===== src/pkg/rucc_consts.vh =====
// Overview of operation
// - Two images, exactly one loaded per configuration
// - Image-select pin sampled after power-up
// - Input register overrides pin on reconfiguration
// - CRC error or watchdog loads other image
// - Error cause and failed image readable
// - Second error waits unless auto-restart set
// - Status, configure or user pin low reconfigures
// - Dual image mode enables upgrade feature
// - Shift control high takes serial input
// - Serial output advances while shifting
// - Watchdog restart on falling edge, 250 ns
// - User reconfigure low reconfigures when enabled
// - Upgrade registers run only in user mode
// - Both controls low copy into input register
// - Capture loads shift register from status logic
// - Shift control high ignores capture control
// - Bits 40 and 39 select captured content
// - Bit 13 selects image when bit 12 set
`ifndef RUCC_CONSTS_VH
`define RUCC_CONSTS_VH

// ***************************************************
// Register layout
// ***************************************************
`define RUCC_SR_W 41
`define RUCC_IR_W 39
`define RUCC_SR_CAP_HI 40
`define RUCC_SR_CAP_LO 39
`define RUCC_IR_SEL_BIT 13
`define RUCC_IR_OVR_BIT 12
`define RUCC_IR_RESET 39'h00_0000_0000
`define RUCC_CAP_CURRENT 2'h0
`define RUCC_CAP_PREV0 2'h1
`define RUCC_CAP_PREV1 2'h2
`define RUCC_CAP_INPUT 2'h3

// ***************************************************
// Status codes
// ***************************************************
`define RUCC_MSM_IDLE 4'h0
`define RUCC_MSM_IMG0 4'h2
`define RUCC_MSM_REV1 4'h3
`define RUCC_MSM_IMG1 4'h4
`define RUCC_MSM_REV0 4'h5
`define RUCC_CAUSE_NCONFIG 4'h8
`define RUCC_CAUSE_CRC 4'h4
`define RUCC_CAUSE_NSTATUS 4'h2
`define RUCC_CAUSE_WDTIMER 4'h1

// ***************************************************
// Timing
// ***************************************************
`define RUCC_CLK_NS 5
`define RUCC_WD_PULSE_NS 250
`define RUCC_WD_PULSE_CYC ((`RUCC_WD_PULSE_NS + `RUCC_CLK_NS - 1) / `RUCC_CLK_NS)
`define RUCC_LOAD_TIME_US 10
`define RUCC_LOAD_CYC (`RUCC_LOAD_TIME_US * 1000 / `RUCC_CLK_NS)
`define RUCC_SYNC_W 10

`endif


===== src/logic/rucc_sync.v =====
`timescale 1ns/1ps
`default_nettype none
`include "rucc_consts.vh"

// ***************************************************
// Two-flop synchroniser
// ***************************************************
module rucc_sync (
    // Clock and reset
    input wire clock_i,
    input wire nrst_i,
    // Asynchronous inputs
    input wire [`RUCC_SYNC_W-1:0] async_i,
    // Synchronised outputs
    output wire [`RUCC_SYNC_W-1:0] sync_o
);

reg [`RUCC_SYNC_W-1:0] meta_reg;
reg [`RUCC_SYNC_W-1:0] sync_reg;

always @(posedge clock_i) begin
    if (!nrst_i) begin
        meta_reg <= {`RUCC_SYNC_W{1'b1}};
        sync_reg <= {`RUCC_SYNC_W{1'b1}};
    end else begin
        meta_reg <= async_i;
        sync_reg <= meta_reg;
    end
end

assign sync_o = sync_reg;

endmodule
`default_nettype wire


===== src/logic/rucc_wdog.v =====
`timescale 1ns/1ps
`default_nettype none

// ***************************************************
// User watchdog timer
// ***************************************************
module rucc_wdog (
    // Clock and reset
    input wire clock_i,
    input wire nrst_i,
    // Control
    input wire run_i,
    input wire restart_i,
    input wire [28:0] limit_i,
    // Status
    output wire timeout_o
);

reg [28:0] count_reg;
reg timeout_reg;

always @(posedge clock_i) begin
    if (!nrst_i) begin
        count_reg <= 29'h0000000;
        timeout_reg <= 1'b0;
    end else begin
        timeout_reg <= 1'b0;
        if (!run_i || restart_i) begin
            count_reg <= 29'h0000000;
        end else if (count_reg >= limit_i) begin
            timeout_reg <= 1'b1;
            count_reg <= 29'h0000000;
        end else begin
            count_reg <= count_reg + 29'h0000001;
        end
    end
end

assign timeout_o = timeout_reg;

endmodule
`default_nettype wire


===== src/logic/rucc_top.v =====
`timescale 1ns/1ps
`default_nettype none
`include "rucc_consts.vh"

// ***************************************************
// Remote upgrade configuration control
// ***************************************************
module rucc_top (
    // Clock and reset
    input wire clock_i,
    input wire nrst_i,
    // Static configuration
    input wire dual_image_mode_i,
    input wire auto_restart_i,
    input wire watchdog_enable_i,
    input wire [28:0] watchdog_timeout_i,
    // Device pins and internal error
    input wire image_select_i,
    input wire ext_status_n_i,
    input wire ext_config_n_i,
    input wire crc_error_i,
    // User logic upgrade interface
    input wire upgrade_clock_i,
    input wire upgrade_serial_in_i,
    input wire shift_control_i,
    input wire capture_update_control_i,
    input wire watchdog_restart_n_i,
    input wire user_reconfigure_n_i,
    output wire upgrade_serial_out_o,
    // Configuration status
    output wire load_start_o,
    output wire load_image_o,
    output wire loading_o,
    output wire user_mode_o,
    output wire waiting_o,
    output wire reverted_o,
    output wire [3:0] msm_state_o
);

// ***************************************************
// States
// ***************************************************
localparam [3:0] ST_POR = 4'h1;
localparam [3:0] ST_LOAD = 4'h2;
localparam [3:0] ST_USER = 4'h4;
localparam [3:0] ST_WAIT = 4'h8;
localparam integer LOAD_CYC = `RUCC_LOAD_CYC;
localparam [10:0] LOAD_LAST = LOAD_CYC[10:0] - 11'h001;

function [31:0] rucc_cause;
    input [3:0] bits;
    input [3:0] msm;
    begin
        rucc_cause = {bits, 2'h0, msm, 22'h000000};
    end
endfunction

// ***************************************************
// Input synchronisation
// ***************************************************
wire [`RUCC_SYNC_W-1:0] sync_w;
wire uclk_s;
wire din_s;
wire shift_s;
wire capt_s;
wire wdrst_n_s;
wire urcfg_n_s;
wire status_n_s;
wire config_n_s;
wire pin_img_s;
wire crc_s;

rucc_sync u_sync (
    .clock_i(clock_i),
    .nrst_i(nrst_i),
    // CRC flag enters inverted so the flushed chain reads clear
    .async_i({~crc_error_i,
              image_select_i,
              ext_config_n_i,
              ext_status_n_i,
              user_reconfigure_n_i,
              watchdog_restart_n_i,
              capture_update_control_i,
              shift_control_i,
              upgrade_serial_in_i,
              upgrade_clock_i}),
    .sync_o(sync_w)
);

assign uclk_s = sync_w[0];
assign din_s = sync_w[1];
assign shift_s = sync_w[2];
assign capt_s = sync_w[3];
assign wdrst_n_s = sync_w[4];
assign urcfg_n_s = sync_w[5];
assign status_n_s = sync_w[6];
assign config_n_s = sync_w[7];
assign pin_img_s = sync_w[8];
assign crc_s = ~sync_w[9];

// ***************************************************
// Edge detection
// ***************************************************
reg uclk_d_reg;
reg wdrst_n_d_reg;
reg urcfg_n_d_reg;
reg status_n_d_reg;
reg config_n_d_reg;

always @(posedge clock_i) begin
    if (!nrst_i) begin
        uclk_d_reg <= 1'b1;
        wdrst_n_d_reg <= 1'b1;
        urcfg_n_d_reg <= 1'b1;
        status_n_d_reg <= 1'b1;
        config_n_d_reg <= 1'b1;
    end else begin
        uclk_d_reg <= uclk_s;
        wdrst_n_d_reg <= wdrst_n_s;
        urcfg_n_d_reg <= urcfg_n_s;
        status_n_d_reg <= status_n_s;
        config_n_d_reg <= config_n_s;
    end
end

wire feature_en;
wire uclk_rise;
wire wd_restart;
wire status_fall;
wire config_fall;
wire user_fall;
wire reconfig_evt;

assign feature_en = dual_image_mode_i;
assign uclk_rise = uclk_s & ~uclk_d_reg;
assign wd_restart = wdrst_n_d_reg & ~wdrst_n_s;
assign status_fall = status_n_d_reg & ~status_n_s;
assign config_fall = config_n_d_reg & ~config_n_s;
assign user_fall = feature_en & urcfg_n_d_reg & ~urcfg_n_s;
assign reconfig_evt = status_fall | config_fall | user_fall;

// ***************************************************
// Control state
// ***************************************************
reg [3:0] state_reg;
reg [1:0] por_cnt_reg;
reg [10:0] load_cnt_reg;
reg load_image_reg;
reg load_start_reg;
reg reverted_reg;
reg [3:0] msm_reg;
reg [31:0] prev0_reg;
reg [31:0] prev1_reg;
reg [`RUCC_IR_W-1:0] ir_reg;
reg [`RUCC_SR_W-1:0] sr_reg;

wire wd_timeout;

rucc_wdog u_wdog (
    .clock_i(clock_i),
    .nrst_i(nrst_i),
    .run_i(feature_en & watchdog_enable_i & (state_reg == ST_USER)),
    .restart_i(wd_restart),
    .limit_i(watchdog_timeout_i),
    .timeout_o(wd_timeout)
);

// ***************************************************
// Next load decision
// ***************************************************
reg go;
reg go_img;
reg go_rev;
reg [3:0] go_msm;
reg rec;
reg [31:0] rec_word;
reg to_wait;
reg sel_img;
reg crc_fault;
reg wd_fault;

always @* begin
    go = 1'b0;
    go_img = load_image_reg;
    go_rev = 1'b0;
    rec = 1'b0;
    rec_word = 32'h00000000;
    to_wait = 1'b0;
    crc_fault = (state_reg == ST_LOAD) & crc_s;
    wd_fault = (state_reg == ST_USER) & wd_timeout;
    if (feature_en && ir_reg[`RUCC_IR_OVR_BIT]) begin
        sel_img = ir_reg[`RUCC_IR_SEL_BIT];
    end else begin
        sel_img = pin_img_s;
    end
    case (state_reg)
        ST_POR: begin
            if (por_cnt_reg == 2'h3) begin
                go = 1'b1;
                go_img = pin_img_s;
            end
        end
        ST_LOAD, ST_USER, ST_WAIT: begin
            if (reconfig_evt) begin
                go = 1'b1;
                go_img = sel_img;
                rec = (state_reg != ST_WAIT);
                if (config_fall) begin
                    rec_word = rucc_cause(`RUCC_CAUSE_NCONFIG, msm_reg);
                end else if (status_fall) begin
                    rec_word = rucc_cause(`RUCC_CAUSE_NSTATUS, msm_reg);
                end else begin
                    rec_word = rucc_cause(4'h0, msm_reg);
                end
            end else if (crc_fault || wd_fault) begin
                rec = 1'b1;
                if (crc_fault) begin
                    rec_word = rucc_cause(`RUCC_CAUSE_CRC, msm_reg);
                end else begin
                    rec_word = rucc_cause(`RUCC_CAUSE_WDTIMER, msm_reg);
                end
                if (feature_en && !reverted_reg) begin
                    go = 1'b1;
                    go_img = ~load_image_reg;
                    go_rev = 1'b1;
                end else if (auto_restart_i) begin
                    go = 1'b1;
                    go_img = sel_img;
                end else begin
                    to_wait = 1'b1;
                end
            end
        end
        default: begin
            go = 1'b1;
            go_img = pin_img_s;
        end
    endcase
    if (go_rev) begin
        go_msm = go_img ? `RUCC_MSM_REV1 : `RUCC_MSM_REV0;
    end else begin
        go_msm = go_img ? `RUCC_MSM_IMG1 : `RUCC_MSM_IMG0;
    end
end

// ***************************************************
// Configuration sequencer
// ***************************************************
always @(posedge clock_i) begin
    if (!nrst_i) begin
        state_reg <= ST_POR;
        por_cnt_reg <= 2'h0;
        load_cnt_reg <= 11'h000;
        load_image_reg <= 1'b0;
        load_start_reg <= 1'b0;
        reverted_reg <= 1'b0;
        msm_reg <= `RUCC_MSM_IDLE;
        prev0_reg <= 32'h00000000;
        prev1_reg <= 32'h00000000;
    end else begin
        load_start_reg <= 1'b0;
        if (state_reg == ST_POR) begin
            por_cnt_reg <= por_cnt_reg + 2'h1;
        end
        if (go) begin
            state_reg <= ST_LOAD;
            load_cnt_reg <= 11'h000;
            load_image_reg <= go_img;
            load_start_reg <= 1'b1;
            reverted_reg <= go_rev;
            msm_reg <= go_msm;
        end else if (to_wait) begin
            state_reg <= ST_WAIT;
        end else if (state_reg == ST_LOAD) begin
            if (load_cnt_reg == LOAD_LAST) begin
                state_reg <= ST_USER;
            end else begin
                load_cnt_reg <= load_cnt_reg + 11'h001;
            end
        end
        if (rec) begin
            if (load_image_reg) begin
                prev1_reg <= rec_word;
            end else begin
                prev0_reg <= rec_word;
            end
        end
    end
end

// ***************************************************
// Upgrade shift and input registers
// ***************************************************
wire ru_tick;
wire [`RUCC_IR_W-1:0] cur_state;

assign ru_tick = uclk_rise & feature_en & (state_reg == ST_USER);
assign cur_state = {5'h00, msm_reg, watchdog_enable_i, watchdog_timeout_i};

always @(posedge clock_i) begin
    if (!nrst_i) begin
        sr_reg <= {`RUCC_SR_W{1'b0}};
        ir_reg <= `RUCC_IR_RESET;
    end else if (ru_tick) begin
        if (shift_s) begin
            // Upper select pair is fed from the outgoing bit
            sr_reg <= {sr_reg[39], sr_reg[0], din_s,
                       sr_reg[38:1]};
        end else if (capt_s) begin
            case (sr_reg[`RUCC_SR_CAP_HI:`RUCC_SR_CAP_LO])
                `RUCC_CAP_CURRENT: begin
                    sr_reg[38:0] <= cur_state;
                end
                `RUCC_CAP_PREV0: begin
                    sr_reg[38:0] <= {7'h00, prev0_reg};
                end
                `RUCC_CAP_PREV1: begin
                    sr_reg[38:0] <= {7'h00, prev1_reg};
                end
                default: begin
                    sr_reg[38:0] <= ir_reg;
                end
            endcase
        end else begin
            ir_reg <= sr_reg[38:0];
        end
    end
end

// ***************************************************
// Outputs
// ***************************************************
assign upgrade_serial_out_o = sr_reg[0];
assign load_start_o = load_start_reg;
assign load_image_o = load_image_reg;
assign loading_o = state_reg[1];
assign user_mode_o = state_reg[2];
assign waiting_o = state_reg[3];
assign reverted_o = reverted_reg;
assign msm_state_o = msm_reg;

endmodule
`default_nettype wire


===== config.mk =====
export PLATFORM = sky130hd
export DESIGN_NAME = rucc_top
export DESIGN_NICKNAME = d
export VERILOG_FILES = /design/src/logic/rucc_sync.v /design/src/logic/rucc_wdog.v /design/src/logic/rucc_top.v
export VERILOG_INCLUDE_DIRS = /design/src /design/src/pkg
export SDC_FILE = /design/constraint.sdc
export NUM_CORES = 1
export LEC_CHECK = 0
export ABC_AREA = 1
export BUFFER_PORTS_ARGS = -buffer_cell sky130_fd_sc_hd__clkbuf_2
export CORE_ASPECT_RATIO = 0.7
export CORE_UTILIZATION = 45
export CTS_CLUSTER_SIZE = 12
export DETAILED_ROUTE_END_ITERATION = 8
export PLACE_DENSITY = 0.71
export SETUP_SLACK_MARGIN = 0.4
export SYNTH_ARGS = -nofsm -noshare
export SYNTH_HDL_FRONTEND = slang
export SYNTH_HIERARCHICAL = 1
export SYNTH_SLANG_ARGS = --single-unit

===== constraint.sdc =====
create_clock -name clock_i -period 3.93 [get_ports clock_i]
set_input_delay 0.786 -clock clock_i [delete_from_list [all_inputs] [get_ports clock_i]]
set_output_delay 0.786 -clock clock_i [all_outputs]
set_load 0.01 [all_outputs]

; After elaboration in Yosys (flattened, before gate mapping)
; Index checks and enable logic that the tools add are counted.
[word_totals]
word_cells = 132
ram_bits = 0
mem_count = 0
rom_bits = 0
input_bits = 44
register_bits = 223
latch_bits = 0
output_inout_bits = 11
[classes]
shift = 0
order_cmp = 1
n_eq_ne = 9
n_mul = 0
addsub = 3
bitwise = 27
mux = 43
div_mod_pow = 0
reduce_logical = 26
[op_table]
columns = operator, count
row1 = 39-bit one-hot mux with 3 select lines, 1
row2 = 32-bit 2-to-1 mux, 3
row3 = 39-bit 2-to-1 mux, 2
row4 = 31-bit 2-to-1 mux, 2
row5 = 30-bit 2-to-1 mux, 1
row6 = "29-bit by 1-bit adder with 29-bit output, second input constant", 1
row7 = 29-bit greater-or-equal comparator, 1
row8 = 1-bit 2-to-1 mux, 25
row9 = 2-bit AND reduction, 7
row10 = 1-bit inverter, 13
row11 = 1-bit AND, 12
row12 = 4-bit 2-to-1 mux, 3
row13 = "11-bit by 1-bit adder with 11-bit output, second input constant", 1
row14 = "11-bit == test, second input constant", 1
row15 = 3-bit 2-to-1 mux, 3
row16 = 3-bit OR reduction, 3
row17 = 3-bit AND reduction, 2
row18 = 2-bit nonzero test, 3
row19 = 3-bit nonzero test, 2
row20 = "2-bit == test, second input constant", 2
row21 = "4-bit by 1-bit == test with 1-bit output, second input constant", 1
row22 = "4-bit by 2-bit == test with 1-bit output, second input constant", 1
row23 = "4-bit by 3-bit == test with 1-bit output, second input constant", 1
row24 = "4-bit == test, second input constant", 1
row25 = other kinds (11), 17

; Longest topological paths before layout
[depth]
depth_word = 9
mapped_depth = 13
depth_no_buf = 12

; Cells and area by module
; Netlist, hierarchy kept.
[modules_own_cells]
columns = mod, area_each_um2, seq_area_each_um2, cells_per_inst, instances
row1 = rucc_top, 5509.0, 2422.3, 763, 1
row2 = rucc_wdog, 2457.4, 600.6, 393, 1
row3 = rucc_sync, 573.0, 400.4, 62, 1

; Least setup slack after synthesis
; OpenSTA, ideal clock, no wires.
[synth_timing]
path_type = input -> register
start = in watchdog_timeout_i[28]
end = reg u_wdog.count_reg[0]
setup_ns = 0.117
path_stages = 13
setup_slack_ns = 1.828
required_ns = 3.813
t_arrival_ns = 1.985
path_buffers = 2
cell_sequence = inv_1 -> ha_1 -> nand2_1 -> nor2_2 -> nand2_1 -> nor2_1 -> nand2_1 -> nand2_1 -> nor2_2 -> nand3_2 -> buf_6 -> buf_6 -> nor2_1
[synth_via]
elab_chain_len = 2
[synth_rtl]
columns = item, line_no
row1 = "start, declared", rucc_top.v:16  ; input wire [28:0] watchdog_timeout_i,
row2 = 29-bit greater-or-equal comparator, rucc_wdog.v:30  ; end else if (count_reg >= limit_i) begin
row3 = 3-bit OR reduction (no source line), n/a
row4 = "end signal, assigned", rucc_wdog.v:34  ; count_reg <= count_reg + 29'h0000001;
row5 = "end, declared", rucc_wdog.v:19  ; reg [28:0] count_reg;
; Every way passes these cells.
; A chain may end at the register's enable or synchronous reset.

; Final worst setup path
[layout_timing]
start = in watchdog_timeout_i[28]
end = reg u_wdog.count_reg[18]
; Same word-level chain as after synthesis.

==> impl_metrics.tcl <==
set metrics [dict create \
    avgSynthCellArea_um2 7.01 \
    final_area_um2 9500 \
    ys_warn_count 6 \
    slew_headroom_pct 33.8 \
    cts_root_buffer "clkbuf_16" \
    post_cts_buffers 0 \
    htree_num_levels 4 \
    cts_sinks 171 \
    start_kind "input pin" \
    die_w_um 167 \
    drive_above_1_share_pct 11.1 \
    synth_flop_cell "dfxtp_1" \
    synth_top_area_cell "dfxtp_1" \
    synth_commonest_cells "299 x nand2_1, 171 x dfxtp_1, 171 x inv_1" \
    die_area_um2 19500 \
    p_per_area_nw_per_um2 398 \
    cts_hold_buffers 0 \
    fillers 1756 \
    netlist_area_um2 8540 \
    portBuffers 53 \
    grt_max_degree 117 \
    grt_pass1_vias 6658 \
    postLayoutCoreUtil_pct 51.9 \
    place_congestion 0.952 \
    yosysUniqueCellTypes 45 \
    min_period_ns 2.40 \
    postRouteAntennaNets 0 \
    rows 41 \
    dp_hpwl_um 13900 \
    syn-num-nets 1294 \
    synthCells 1218 \
    worstPathMaxFanout 29 \
    yosysMostFrequentCell "nand2_1" \
    hp-class "flip-flop to flip-flop" \
    antenna_found_initial 0 \
    synth_edf_count 0 \
    crit_arrival_ns 2.74 \
    seq_area_frac_synth_pct 40.1 \
    slew_viol_final 0 \
    drtIter0Drc 703 \
    diodes 0 \
    period_share_pct 61.0 \
    setup_tns_ns 0 \
    dpl_cell_area_um2 8910 \
    hold_viol 0 \
    synthToLayoutAreaGrowth_pct 11.3 \
    rsz0062_at_grt "false" \
    finalWirelength_um 19700 \
    dp.cells 1465 \
    p_leak_uw 0.00394 \
    ctsResizeCount 0 \
    fp.dieH_um 117 \
    max_cap_violations 0 \
    pin_count 55 \
    synth-seq-cells 171 \
    dr.pass1.iters 5 \
    clkLatencyLatePin_ns 0.43 \
    tritoncts "done" \
    start_util_pct 46.6 \
    async_reset_ff_share_pct 0 \
    setup_viol 0 \
    skew_ns 0.00738 \
    vias 7597 \
    track_usage_pct 21.0 \
    largest_reg_flops 41 \
    grt_pass1_wl_um 32900 \
    synth_area_leaders "dfxtp_1 40%, nand2_1 13%, o21ai_0 7.6%" \
    clockBufferDepth 2 \
    crit_type "input pin to flip-flop" \
    ir_drop_mv 0.292 \
    viasPerCell 5.07 \
    synth_top_area_share_pct 40.1 \
    numCtsBuffers 17 \
    tightest_slew_ns 0.993 \
    clk_pin_slew_ns 0.07 \
    cp-end-kind "flip-flop" \
    max_freq_mhz 417 \
    status "complete, no violations" \
    required_ns 4.28 \
    stdcell_count 1497 \
    wl_per_cell_um 13.2 \
    drc 0 \
    grt_overflow_total 0 \
    final_nets 1324 \
    core-area_um2 18300 \
]
## layout make-up
cell class                 count  area [µm²]  area share, %
sequential                   171        3420           36.0
tap                          236         295           3.11
inverter                     175         657           6.91
multi-input combinational    821        4200           44.2
timing repair buffer          62         333           3.50
clock buffer                  17         425           4.48
clock inverter                15         166           1.75
## path summary, 6_finish.rpt
kind	cells after the start	to	slack [ns]	start
min	2	u_sync/sync_o[8]$_SDFF_PN1_	0.40	u_sync/meta_reg[8]$_SDFF_PN1_
max	12	u_wdog/count_reg[18]$_SDFF_PP0_	1.53	watchdog_timeout_i[28]
min reg2reg	2	u_sync/sync_o[8]$_SDFF_PN1_	0.40	u_sync/meta_reg[8]$_SDFF_PN1_
max reg2reg	9	sr_reg[25]$_SDFFE_PN0P_	1.60	state_reg[2]$_SDFFE_PP0P_
## metrics by stage
| stage | setup WS, ns | power, µW | hold slack [ns] |
|---|---|---|---|
| final | 1.53 | 3780 | 0.396 |
| after global routing | 1.33 | 3940 | 0.425 |
| after CTS | 1.59 | 3820 | 0.402 |
| after detailed placement | 1.13 | 2110 | 0.389 |
| after global placement | 1.19 | 2110 | 0.384 |
| after floorplan | 1.83 | 2030 | 0.380 |
## placed cells by master (no fill, tap or decap), drive strengths merged, types with 10 or more instances in the layout
cell    synthesis  layout
nand4          11      11
xor2           14      14
buf            22      10
ha             32      32
inv           174     186
dfxtp         171     171
a21oi          96      96
nand2         307     307
nor2          121     121
nor3           11      11
a31oi          27      27
o21ai         138     138
nand3b         11      11
clkbuf         29      69
nand3          28      28
## critical path, cell delays in order
cell      delay (ns)
clkbuf_2        0.11
inv_1           0.07
ha_1            0.30
nand2_1         0.10
nor2_2          0.06
nand2_1         0.06
nand3_1         0.08
nor2_1          0.16
nand2_1         0.08
nor2_2          0.13
nand3_2         0.49
nor2_1          0.28
## layer usage
layer  track usage (%)  vias to the layer above  part of all wire (%)
li1                  -                     3971                     -
met1              31.6                     3414                    53
met2              30.1                      198                    40
met3              4.40                       14                   6.2
met4              5.86                        0                  0.96
met5                 0                        -                     0
## cells by family (layout without fill, tap and decap cells)
family                     Yosys count  after routing  share of synthesized area (%)
and+or+nand+nor                    497            497                           25.2
AOI/OAI and AO/OA                  271            271                           17.1
buffers and inverters              226            269                           10.8
DFF                                171            171                           40.1
adders and majority gates           32             32                           4.69
xor gates and xnor gates            20             20                           2.05
other                                1              1                         0.0439
## power by group
| part | internal (µW) | switching [µW] | leakage, µW |
|---|---|---|---|
| clock network | 912 | 794 | 0.000291 |
| logic | 99.6 | 185 | 0.00227 |
| registers | 1760 | 27.0 | 0.00138 |
(Power assumes the default switching activity.)
